**config.mk**
```make
export PLATFORM = sky130hd
export DESIGN_NAME = bmsl_loader
export DESIGN_NICKNAME = d
export VERILOG_FILES = /design/src/bmsl_pkg.sv /design/src/bmsl_loader.sv
export VERILOG_INCLUDE_DIRS = /design/src
export SDC_FILE = /design/constraint.sdc
export NUM_CORES = 1
export LEC_CHECK = 0
export ABC_AREA = 1
export BUFFER_PORTS_ARGS = -buffer_cell sky130_fd_sc_hd__buf_4
export CAP_MARGIN = 40
export CORE_UTILIZATION = 55
export CTS_BUF_LIST = sky130_fd_sc_hd__clkbuf_16
export DETAILED_ROUTE_END_ITERATION = 8
export GPL_TIMING_DRIVEN = 0
export PLACE_DENSITY = 0.76
export SLEW_MARGIN = 20
export SYNTH_ARGS = -nofsm -noshare
export SYNTH_HDL_FRONTEND = slang
export SYNTH_SLANG_ARGS = --single-unit
```
**constraint.sdc**
```tcl
create_clock -name sys_clk_in -period 2.5 [get_ports sys_clk_in]
set_clock_uncertainty 0.2 [all_clocks]
set_input_delay 0.5 -clock sys_clk_in [delete_from_list [all_inputs] [get_ports sys_clk_in]]
set_output_delay 0.5 -clock sys_clk_in [all_outputs]
set_load 0.03 [all_outputs]
```
**src/bmsl_map.svh**
```systemverilog
`ifndef BMSL_MAP_SVH
`define BMSL_MAP_SVH
`define BMSL_RAM_START 16'h0081
`define BMSL_VEC_SWI 16'h0083
`define BMSL_VEC_STEP 16'h0003
`define BMSL_ROM_VEC_LO 16'h3FE4
`define BMSL_ROM_VEC_HI 16'h3FEF
`define BMSL_MAX_LOAD 8'hFE
`define BMSL_BAUD 9600
`define BMSL_BUS_HZ 2000000
`define BMSL_EXT_AW 14
`define BMSL_ERASED 8'hFF
`endif

```
**src/bmsl_pkg.sv**
```systemverilog
package bmsl_pkg;
  typedef enum logic [2:0] {
    BMSL_MODE_SINGLE,
    BMSL_MODE_JUMP_RAM,
    BMSL_MODE_LOAD_RAM,
    BMSL_MODE_VERIFY,
    BMSL_MODE_PROGRAM_INDICATOR_VERIFY
  } bmsl_mode_t;
endpackage

```
**src/bmsl_loader.sv**
```systemverilog
`include "bmsl_map.svh"
module bmsl_loader import bmsl_pkg::*; #(
  parameter int CLK_HZ = 200000000,
  parameter int BAUD = `BMSL_BAUD,
  parameter int AW = `BMSL_EXT_AW
) (
  input wire logic sys_clk_in,
  input wire logic rst_b_in,
  input wire logic clk_en_in,
  input wire logic vpp_high_in,
  input wire logic boot_qualifier_pin_in,
  input wire logic boot_select_a_in,
  input wire logic boot_select_b_in,
  input wire logic serial_load_input_in,
  input wire logic [2:0] irq_src_in,
  input wire logic [7:0] ext_data_in,
  input wire logic [7:0] mem_rdata_in,
  input wire logic mem_ready_in,
  input wire logic sink_ready_in,
  output logic [2:0] mode_out,
  output logic boot_active_out,
  output logic [15:0] start_pc_out,
  output logic start_valid_out,
  output logic [15:0] vector_addr_out,
  output logic rom_vectors_out,
  output logic [7:0] load_data_out,
  output logic [7:0] load_addr_out,
  output logic load_valid_out,
  output logic load_error_out,
  output logic cnt_clock_out,
  output logic cnt_clear_out,
  output logic [AW-1:0] mem_addr_out,
  output logic [7:0] mem_wdata_out,
  output logic mem_write_out,
  output logic mem_read_out,
  output logic program_indicator_out,
  output logic verify_indicator_out
);
  // ----------------------------------------
  // timing
  // ----------------------------------------
  localparam int BIT_CYC = CLK_HZ / BAUD;
  localparam int HALF_CYC = BIT_CYC / 2;
  localparam logic [AW:0] MEM_SIZE = (AW+1)'(1) << AW;

  // ----------------------------------------
  // mode capture
  // ----------------------------------------
  bmsl_mode_t mode_reg, mode_next;
  logic seen_reg, seen_next;

  function automatic bmsl_mode_t decode_mode(input logic vpp, input logic q, input logic a, input logic b);
    if (!(vpp && q)) decode_mode = BMSL_MODE_SINGLE;
    else if (a) decode_mode = b ? BMSL_MODE_LOAD_RAM : BMSL_MODE_JUMP_RAM;
    else decode_mode = b ? BMSL_MODE_PROGRAM_INDICATOR_VERIFY : BMSL_MODE_VERIFY;
  endfunction

  always_comb begin
    mode_next = mode_reg;
    seen_next = seen_reg;
    if (!seen_reg) begin
      mode_next = decode_mode(vpp_high_in, boot_qualifier_pin_in, boot_select_a_in, boot_select_b_in);
      seen_next = 1'b1;
    end
  end

  always_ff @(posedge sys_clk_in or negedge rst_b_in) begin
    if (!rst_b_in) begin
      mode_reg <= BMSL_MODE_SINGLE;
      seen_reg <= 1'b0;
    end else if (clk_en_in) begin
      mode_reg <= mode_next;
      seen_reg <= seen_next;
    end
  end

  wire logic is_eprom = (mode_reg == BMSL_MODE_VERIFY) || (mode_reg == BMSL_MODE_PROGRAM_INDICATOR_VERIFY);
  assign mode_out = mode_reg;
  assign boot_active_out = seen_reg && (mode_reg != BMSL_MODE_SINGLE);
  assign rom_vectors_out = seen_reg && is_eprom;

  // ----------------------------------------
  // vectors
  // ----------------------------------------
  logic [15:0] vec_reg, vec_next;
  always_comb begin
    vec_next = `BMSL_ROM_VEC_LO;
    if (mode_reg == BMSL_MODE_JUMP_RAM || mode_reg == BMSL_MODE_LOAD_RAM) begin
      vec_next = `BMSL_VEC_SWI + 16'(irq_src_in) * `BMSL_VEC_STEP;
    end else if (is_eprom) begin
      vec_next = `BMSL_ROM_VEC_HI - 16'({irq_src_in, 1'b0});
    end
  end

  // ----------------------------------------
  // serial receiver and loader
  // ----------------------------------------
  typedef enum logic [2:0] {BMSL_RX_IDLE, BMSL_RX_START, BMSL_RX_DATA, BMSL_RX_STOP, BMSL_RX_DONE} bmsl_rx_t;
  bmsl_rx_t rx_reg, rx_next;
  logic [31:0] tick_reg, tick_next;
  logic [2:0] bit_reg, bit_next;
  logic [7:0] sh_reg, sh_next;
  logic [7:0] count_reg, count_next;
  logic [7:0] got_reg, got_next;
  logic err_reg, err_next;
  logic start_reg, start_next;
  logic push;
  logic [7:0] push_data, push_addr;
  logic buf_ready;

  always_comb begin
    rx_next = rx_reg;
    tick_next = tick_reg;
    bit_next = bit_reg;
    sh_next = sh_reg;
    count_next = count_reg;
    got_next = got_reg;
    err_next = err_reg;
    start_next = start_reg;
    push = 1'b0;
    push_data = sh_reg;
    push_addr = 8'(`BMSL_RAM_START) + got_reg - 8'h01;
    if (mode_reg == BMSL_MODE_JUMP_RAM && seen_reg) start_next = 1'b1;
    if (mode_reg == BMSL_MODE_LOAD_RAM && seen_reg) begin
      unique case (rx_reg)
        BMSL_RX_IDLE: if (!serial_load_input_in) begin
          rx_next = BMSL_RX_START;
          tick_next = 32'(HALF_CYC);
        end
        BMSL_RX_START: if (tick_reg == 32'd0) begin
          rx_next = serial_load_input_in ? BMSL_RX_IDLE : BMSL_RX_DATA;
          tick_next = 32'(BIT_CYC - 1);
          bit_next = 3'd0;
        end else tick_next = tick_reg - 32'd1;
        BMSL_RX_DATA: if (tick_reg == 32'd0) begin
          sh_next = {serial_load_input_in, sh_reg[7:1]};
          tick_next = 32'(BIT_CYC - 1);
          bit_next = bit_reg + 3'd1;
          if (bit_reg == 3'd7) rx_next = BMSL_RX_STOP;
        end else tick_next = tick_reg - 32'd1;
        BMSL_RX_STOP: if (tick_reg == 32'd0 && buf_ready) begin
          rx_next = BMSL_RX_IDLE;
          if (!serial_load_input_in) err_next = 1'b1;
          else if (got_reg == 8'd0) begin
            count_next = sh_reg;
            if (sh_reg > `BMSL_MAX_LOAD || sh_reg == 8'd0) err_next = 1'b1;
            got_next = 8'd1;
          end else begin
            push = 1'b1;
            got_next = got_reg + 8'd1;
          end
          if (got_next == count_next && got_next != 8'd0) begin
            rx_next = BMSL_RX_DONE;
            start_next = 1'b1;
          end
        end else if (tick_reg != 32'd0) tick_next = tick_reg - 32'd1;
        BMSL_RX_DONE: rx_next = BMSL_RX_DONE;
        default: rx_next = BMSL_RX_IDLE;
      endcase
    end
  end

  always_ff @(posedge sys_clk_in or negedge rst_b_in) begin
    if (!rst_b_in) begin
      rx_reg <= BMSL_RX_IDLE;
      tick_reg <= 32'd0;
      bit_reg <= 3'd0;
      sh_reg <= 8'h00;
      count_reg <= 8'h00;
      got_reg <= 8'h00;
      err_reg <= 1'b0;
      start_reg <= 1'b0;
      vec_reg <= 16'h0000;
    end else if (clk_en_in) begin
      rx_reg <= rx_next;
      tick_reg <= tick_next;
      bit_reg <= bit_next;
      sh_reg <= sh_next;
      count_reg <= count_next;
      got_reg <= got_next;
      err_reg <= err_next;
      start_reg <= start_next;
      vec_reg <= vec_next;
    end
  end

  assign start_pc_out = `BMSL_RAM_START;
  assign start_valid_out = start_reg;
  assign load_error_out = err_reg;
  assign vector_addr_out = vec_reg;

  // ----------------------------------------
  // two-entry buffer toward RAM
  // ----------------------------------------
  logic [15:0] b_data_reg [2], b_data_next [2];
  logic [1:0] b_cnt_reg, b_cnt_next;
  assign buf_ready = (b_cnt_reg != 2'd2);

  always_comb begin
    b_data_next = b_data_reg;
    b_cnt_next = b_cnt_reg;
    if (b_cnt_reg != 2'd0 && sink_ready_in) begin
      b_data_next[0] = b_data_reg[1];
      b_cnt_next = b_cnt_next - 2'd1;
    end
    if (push) begin
      b_data_next[b_cnt_next[0]] = {push_addr, push_data};
      b_cnt_next = b_cnt_next + 2'd1;
    end
  end

  always_ff @(posedge sys_clk_in or negedge rst_b_in) begin
    if (!rst_b_in) begin
      b_data_reg[0] <= 16'h0000;
      b_data_reg[1] <= 16'h0000;
      b_cnt_reg <= 2'd0;
    end else if (clk_en_in) begin
      b_data_reg <= b_data_next;
      b_cnt_reg <= b_cnt_next;
    end
  end

  assign load_valid_out = (b_cnt_reg != 2'd0);
  assign load_addr_out = b_data_reg[0][15:8];
  assign load_data_out = b_data_reg[0][7:0];

  // ----------------------------------------
  // eprom copy and verify
  // ----------------------------------------
  typedef enum logic [2:0] {BMSL_EP_IDLE, BMSL_EP_CLEAR, BMSL_EP_PROGRAM_INDICATOR, BMSL_EP_VER_RD, BMSL_EP_VER_CMP,
                            BMSL_EP_STEP, BMSL_EP_DONE} bmsl_ep_t;
  bmsl_ep_t ep_reg, ep_next;
  logic [AW:0] addr_reg, addr_next;
  logic verify_pass_reg, verify_pass_next;
  logic ok_reg, ok_next;
  logic program_indicator_ind_reg, program_indicator_ind_next;
  logic ver_ind_reg, ver_ind_next;
  logic ck_reg, ck_next;
  logic clr_reg, clr_next;
  logic wr_reg, wr_next;
  logic rd_reg, rd_next;
  logic [7:0] wd_reg, wd_next;

  always_comb begin
    ep_next = ep_reg;
    addr_next = addr_reg;
    verify_pass_next = verify_pass_reg;
    ok_next = ok_reg;
    program_indicator_ind_next = program_indicator_ind_reg;
    ver_ind_next = ver_ind_reg;
    ck_next = 1'b0;
    clr_next = 1'b0;
    wr_next = 1'b0;
    rd_next = 1'b0;
    wd_next = wd_reg;
    unique case (ep_reg)
      BMSL_EP_IDLE: if (seen_reg && is_eprom) begin
        ep_next = BMSL_EP_CLEAR;
        clr_next = 1'b1;
        verify_pass_next = (mode_reg == BMSL_MODE_VERIFY);
        program_indicator_ind_next = (mode_reg == BMSL_MODE_PROGRAM_INDICATOR_VERIFY);
        ok_next = 1'b1;
      end
      BMSL_EP_CLEAR: begin
        addr_next = '0;
        ep_next = verify_pass_reg ? BMSL_EP_VER_RD : BMSL_EP_PROGRAM_INDICATOR;
        rd_next = verify_pass_reg;
      end
      BMSL_EP_PROGRAM_INDICATOR: begin
        wd_next = ext_data_in;
        wr_next = 1'b1;
        ep_next = BMSL_EP_STEP;
      end
      // one settle cycle after each counter step, in both passes
      BMSL_EP_VER_RD: ep_next = verify_pass_reg ? BMSL_EP_VER_CMP : BMSL_EP_PROGRAM_INDICATOR;
      BMSL_EP_VER_CMP: begin
        rd_next = !mem_ready_in;
        if (mem_ready_in) begin
          if (mem_rdata_in != ext_data_in) ok_next = 1'b0;
          ep_next = BMSL_EP_STEP;
        end
      end
      BMSL_EP_STEP: if (mem_ready_in || verify_pass_reg) begin
        ck_next = 1'b1;
        addr_next = addr_reg + (AW+1)'(1);
        if (addr_next == MEM_SIZE) begin
          if (!verify_pass_reg) begin
            ck_next = 1'b0;
            verify_pass_next = 1'b1;
            program_indicator_ind_next = 1'b0;
            clr_next = 1'b1;
            ep_next = BMSL_EP_CLEAR;
          end else begin
            ver_ind_next = ok_reg;
            ep_next = BMSL_EP_DONE;
          end
        end else begin
          ep_next = BMSL_EP_VER_RD;
          rd_next = verify_pass_reg;
        end
      end
      BMSL_EP_DONE: ep_next = BMSL_EP_DONE;
      default: ep_next = BMSL_EP_IDLE;
    endcase
  end

  always_ff @(posedge sys_clk_in or negedge rst_b_in) begin
    if (!rst_b_in) begin
      ep_reg <= BMSL_EP_IDLE;
      addr_reg <= '0;
      verify_pass_reg <= 1'b0;
      ok_reg <= 1'b0;
      program_indicator_ind_reg <= 1'b0;
      ver_ind_reg <= 1'b0;
      ck_reg <= 1'b0;
      clr_reg <= 1'b0;
      wr_reg <= 1'b0;
      rd_reg <= 1'b0;
      wd_reg <= `BMSL_ERASED;
    end else if (clk_en_in) begin
      ep_reg <= ep_next;
      addr_reg <= addr_next;
      verify_pass_reg <= verify_pass_next;
      ok_reg <= ok_next;
      program_indicator_ind_reg <= program_indicator_ind_next;
      ver_ind_reg <= ver_ind_next;
      ck_reg <= ck_next;
      clr_reg <= clr_next;
      wr_reg <= wr_next;
      rd_reg <= rd_next;
      wd_reg <= wd_next;
    end
  end

  assign cnt_clock_out = ck_reg;
  assign cnt_clear_out = clr_reg;
  assign mem_addr_out = addr_reg[AW-1:0];
  assign mem_wdata_out = wd_reg;
  assign mem_write_out = wr_reg;
  assign mem_read_out = rd_reg;
  assign program_indicator_out = program_indicator_ind_reg;
  assign verify_indicator_out = ver_ind_reg;
endmodule

```
* Word-level counts from Yosys, hierarchy flattened
Index checks and enable logic that the tools add are counted.
W data, S select, Z words.
** Cells by class
- Bitwise logic cells :: 2
- Magnitude comparators :: 3
- Reductions and logical operators :: 44
- Multiplexer cells :: 88
- $add $sub $neg :: 10
- Equality and inequality tests :: 34
- $mul :: 1
** Operators with widths (count)
- $mux W32 :: 5
- $pmux W32 S3 :: 1
- $mux W8 :: 10
- $mux W16 :: 4
- $mux W3 :: 17
- $mux W1 :: 35
- $bwmux W32 :: 1
- $logic_not A32 Y1 :: 1
- $reduce_bool A32 Y1 :: 1
- $sub A32 B1 Y32 const B :: 1
- $pmux W15 S2 :: 1
- $ne A2 B2 Y1 const B :: 14
- $pmux W3 S7 :: 1
- $reduce_and A5 Y1 :: 4
- $eq A3 B2 Y1 const B :: 6
- $eq A3 B3 Y1 const B :: 6
- $reduce_and A6 Y1 :: 3
- $demux W16 S1 :: 1
- $logic_not A8 Y1 :: 2
- $add A15 B1 Y15 const B :: 1
- $eq A15 B15 Y1 const B :: 1
- $mux W15 :: 1
- $pmux W3 S5 :: 1
- $sub A14 B4 Y15 const A :: 1
- other kinds (33) :: 63
** Storage, ports and cells
- Input bits :: 29
- Register bits after elaboration :: 152
- Output and inout port bits :: 84

* Longest topological paths before layout
- Depth in word-level cells :: 12
- Gate-level depth with buffers :: 15
- Depth with buffers taken out :: 15

* Worst setup path after synthesis
Ideal clock, no wire load.
- Kind :: flip-flop to flip-flop
- From :: register b_cnt_reg[0]
- To :: register b_data_reg, in the netlist load_data_out[6]
- Period minus slack after synthesis :: 2300 ps
- Stages on the path, launching flop included :: 14
- Library setup time :: 66 ps
- Arrival :: 2035 ps
- Data required time :: 2234 ps
- Slack :: 200 ps
- Cells stage by stage :: dfrtp_1 -> inv_1 -> ha_1 -> inv_1 -> nand2_2 -> xor2_1 -> inv_1 -> clkbuf_1 -> nand2_1 -> o21ai_0 -> nand2_1 -> nand2_1 -> nand2_1 -> nand2_1
** Between the ends
- Longest elaborated chain between the ends :: 10
- Elaborated cells on any way between the ends :: 18
- Those cells by class :: 1 x add/sub; 2 x order compare; 1 x eq/ne; 9 x mux; 1 x bitwise; 4 x reduce/logical
** RTL lines
- start: declaration :: line bmsl_loader.sv:196 : logic [1:0] b_cnt_reg, b_cnt_next;
- start signal: assignment :: line bmsl_loader.sv:219 : b_cnt_reg <= b_cnt_next;
- $reduce_bool A2 Y1 *
- via load_valid_out :: line bmsl_loader.sv:28 : output logic load_valid_out,
- $logic_and A1 B1 Y1 * :: line bmsl_loader.sv:202 : if (b_cnt_reg != 2'd0 && sink_ready_in) begin
- $mux W2 :: line bmsl_loader.sv:202
- $not A1 Y2 (implied by the code) :: line bmsl_loader.sv:207 : b_data_next[b_cnt_next[0]] = {push_addr, push_data};
- $ge A2 B2 Y1 (implied by the code) or $lt A2 B1 Y1 (tied branches) :: line bmsl_loader.sv:207
- $logic_and A1 B1 Y1 (implied by the code) :: line bmsl_loader.sv:207
- $mux W16 (implied by the code) :: line bmsl_loader.sv:207
- $demux W16 S1 :: line bmsl_loader.sv:207
- $bwmux W32 :: line bmsl_loader.sv:207
- $mux W32 * :: line bmsl_loader.sv:206 : if (push) begin
- end signal: assignment :: line bmsl_loader.sv:218 : b_data_reg <= b_data_next;
- end: declaration :: line bmsl_loader.sv:195 : logic [15:0] b_data_reg [2], b_data_next [2];
The timed path passes the listed nets; every way through them passes the cells marked *.
A chain may end at the register's enable or synchronous reset.

* Worst setup path after layout
- From :: register mode_reg[2], in the netlist mode_out[2]
- To :: output port rom_vectors_out
** Between the ends
- Longest elaborated chain between the ends :: 3
- Elaborated cells on any way between the ends :: 4
- Those cells by class :: 2 x eq/ne; 2 x reduce/logical
** RTL lines
- start: declaration :: line bmsl_loader.sv:49 : bmsl_mode_t mode_reg, mode_next;
- start signal: assignment :: line bmsl_loader.sv:72 : mode_reg <= mode_next;
- $eq A3 B2 Y1 or $eq A3 B3 Y1 (tied branches) :: line bmsl_loader.sv:77 : wire logic is_eprom = (mode_reg == BMSL_MODE_VERIFY) || (mode_reg == BMSL_MODE_PROGRAM_INDICATOR_VERIFY);
- $logic_or A1 B1 Y1 * :: line bmsl_loader.sv:77
- $logic_and A1 B1 Y1 * :: line bmsl_loader.sv:80 : assign rom_vectors_out = seen_reg && is_eprom;
- end: declaration :: line bmsl_loader.sv:25 : output logic rom_vectors_out,
Mark *: on every way between the ends. The rest lies on a longest branch, timed or not.

==> summary.txt <==
Drt
  – Routed via count: 8744
  – WL/cell: between 10 and 15 um
  – Via density: around 5.3
  – WL final: 23100 um
  – Post-route DRC violation count: 0
  – Pre-antenna DRT Iters: 5
  – Post-route ant nets: 0
  – DRT iter0 DRCs: 651

Clocking
  – Clock buffer depth: 2
  – Total CTS buffers: 17
  – TritonCTS clock tree: yes
  – H-Tree Depth: 4
  – CTS Root Cell: clkbuf_16
  – Sink Count: around 140
  – Worst skew pair latency: around 0.43 ns
  – Worst-path clk slew: 0.06 ns

Timing
  – Final setup fails: 0
  – Fin Hold WS: 0.133 ns
  – Max Fclk: 418 MHz
  – Worst-Margin Slew: slightly below 0.7 ns
  – Final WS setup: between 0.1 and 0.15 ns
  – Final hold vios: 0
  – Fin crit period: approximately 2.4 ns
  – Max-slew violations: 0
  – Part of the cycle the worst path needs: between 90 and 100%
  – Relative slew slack: a little under three fifths

Worst setup path
  – CP startpoint kind: register
  – CP Class: register to output port
  – CP Capture Type: output port
  – Worst-path fanout max: 5
  – CP Data Required Time: about 1.8 ns
  – Reg2Reg Depth: 15
  – CP Data Arrival Time: 1.69 ns

Global route
  – Global-route wire length before repair: around 38000 um
  – Total GRT Usage: between 20% and 30%
  – Largest net degree at the start of global routing: between 80 and 90
  – Grt total ovfl: 0
  – Vias in the first global route: 7898
  – Initial antenna violation count: 0

Synth
  – Flops & latches, synth: about 140
  – Primary FF master, synth: dfrtp_1
  – Synth Warn #: 0
  – Average instance area after synthesis: between 7 and 8 um2
  – Area leader, netlist: dfrtp_1
  – Area of the mapped netlist: around 9100 um2
  – Yosys cell types: 46
  – Sequential area share after synthesis: approximately two fifths
  – Synth Instances: 1285
  – Post-synth top area share: a little under two fifths
  – Area contributors post-synth: dfrtp_1 37%, nand2_1 18%, inv_1 5.6%, o21ai_0 5.2%, nor2_1 5.2%
  – Post-synth EDFFs: 0
  – Async SR Flop Fraction: between 90% and 100%

Power
  – Cell Int Power: 5.47 mW
  – Psw: 3.21 mW
  – Seq pwr share: approximately a third
  – Logic pwr share: between 30% and 40%
  – Post-layout total power: between 8 and 9 mW
  – Clock power share: approximately 34%
  – Sw Share: about 37%
  – Pleak: ~5.7 nW
  – Pwr Density: between 700 and 800 nW/um2
  – Peak supply drop: ~0.51 mV

Die
  – Die ar.: around 17000 um2
  – FP Rows: 46
  – Core area: approximately 16000 um2
  – Die Height: roughly 130 um
  – Die width: roughly 130 um
  – Top-Level Pins: 113
  – Initial Util: 56.9%

Final layout
  – Layout cells sized above 1: a little over a fifth
  – Most frequent cells in the layout: 430 x nand2_1, 162 x buf_4, 130 x inv_1, 130 x dfrtp_1, 119 x nor2_1
  – Fin util: between 60 and 70%
  – N_diodes: 0
  – Final nets: roughly 1.5k
  – Syn-to-layout area delta: 21.4%
  – Final cell area excluding filler cells: 11100 um2
  – Commonest non-fill, non-tap cell in the layout: nand2_1

Place
  – Area after DPL: about 10000 um2
  – DP Wirelength: around 17000 um
  – Port bufs: 93
  – Routability cong.: around 0.95
  – Post-Place Setup Slack: -0.184 ns

Min path
  – Hold Crit Class: input pin to register
  – WHS Path Cells: 2

Outcome
  – Status: complete, no violations

Job
  – Max-Cap Viols: 0
## worst max-delay path, stage by stage, from the launching register on
cell	delay (ns)
dfrtp_1	0.43
inv_1	0.14
nand3_1	0.13
nand2_1	0.12
inv_1	0.11
nor2_4	0.14
buf_4	0.18
## cell usage after synthesis (2+ instances only)
master      n
a21oi_1    13
a221oi_1    2
a22oi_1     2
a31oi_1     2
buf_1       3
buf_2       3
buf_4      59
buf_6       4
clkbuf_1   15
clkinv_1    2
conb_1      2
dfrtp_1   134
dfstp_2     8
ha_1       15
inv_1     136
inv_2       3
mux2_2     19
nand2_1   432
nand2_2     4
nand3_1    77
nand4_1    23
nand4_4     2
nor2_1    126
nor2_2     11
nor2_4      3
nor3_1     13
nor3b_1     2
nor4_1      4
o21ai_0    95
o21ai_2    16
o22ai_1    15
o31ai_1     2
or2_2       3
xnor2_1     6
xor2_1     18
## cell type report
cell class,instances,area [um2]
Fill cell,1354,4960
Multi-Input combinational cell,933,4630
Sequential cell,142,3570
Timing Repair Buffer,106,826
Buffer,84,579
Inverter,142,539
Clock buffer,17,425
Tap cell,216,270
Clock inverter,15,258
## power groups by stage
stage                     Sequential [mW]  Combinational, mW  Clock [mW]
final                                2.98               2.75        2.95
after global routing                 3.03               3.06        3.09
after CTS                            2.96               2.69        2.98
after detailed placement             2.99               2.65           0
after global placement               2.98               2.59           0
after floorplan                      3.13               1.70           0
## per-stage QoR
step	cells	TNS, ns
after floorplan	1301	0
after global placement	1610	-3.67
after detailed placement	1611	-5.93
after CTS	1650	0
after global routing	1655	-0.0199
final	1655	0
## path summary, 6_finish.rpt
path / from / endpoint / slack, ns
worst max-delay path: mode_out[2] / rom_vectors_out / 0.11
worst min-delay path: ext_data_in[7] / mem_wdata_out[7] / 0.13
worst max register to register: got_reg[0] / start_valid_out / 0.12
worst min register to register: load_error_out / load_error_out / 0.27
max in group asynchronous: rst_b_in / got_reg[1] / 0.92
min in group asynchronous: rst_b_in / addr_reg[11] / 0.39
## layer usage
metal	vias up	global-route usage (%)	share of wire (%)
li1	4333	-	-
met1	4108	39.0	46
met2	268	45.1	47
met3	35	4.89	5.5
met4	0	9.74	1.8
met5	-	0	0
## what timing repair did
action                                 CTS  global route
pin swaps                                3             5
endpoints found under the hold margin   53             0
gates resized for setup                 14            34
hold buffers                             1             0
setup buffers                            6             5
setup endpoints to repair               79           100
## logic make-up after synthesis
kind of cell	Yosys count	synth area share [%]
xor gates and xnor gates	24	2.30
buffers and inverters	226	12.1
DFF	142	39.0
muxes	19	2.34
AOI/OAI and AO/OA	155	9.91
and+or+nand+nor	702	32.2
adders and majority gates	15	2.05
other	2	0.0822
Power figures use the tool's default switching activity.
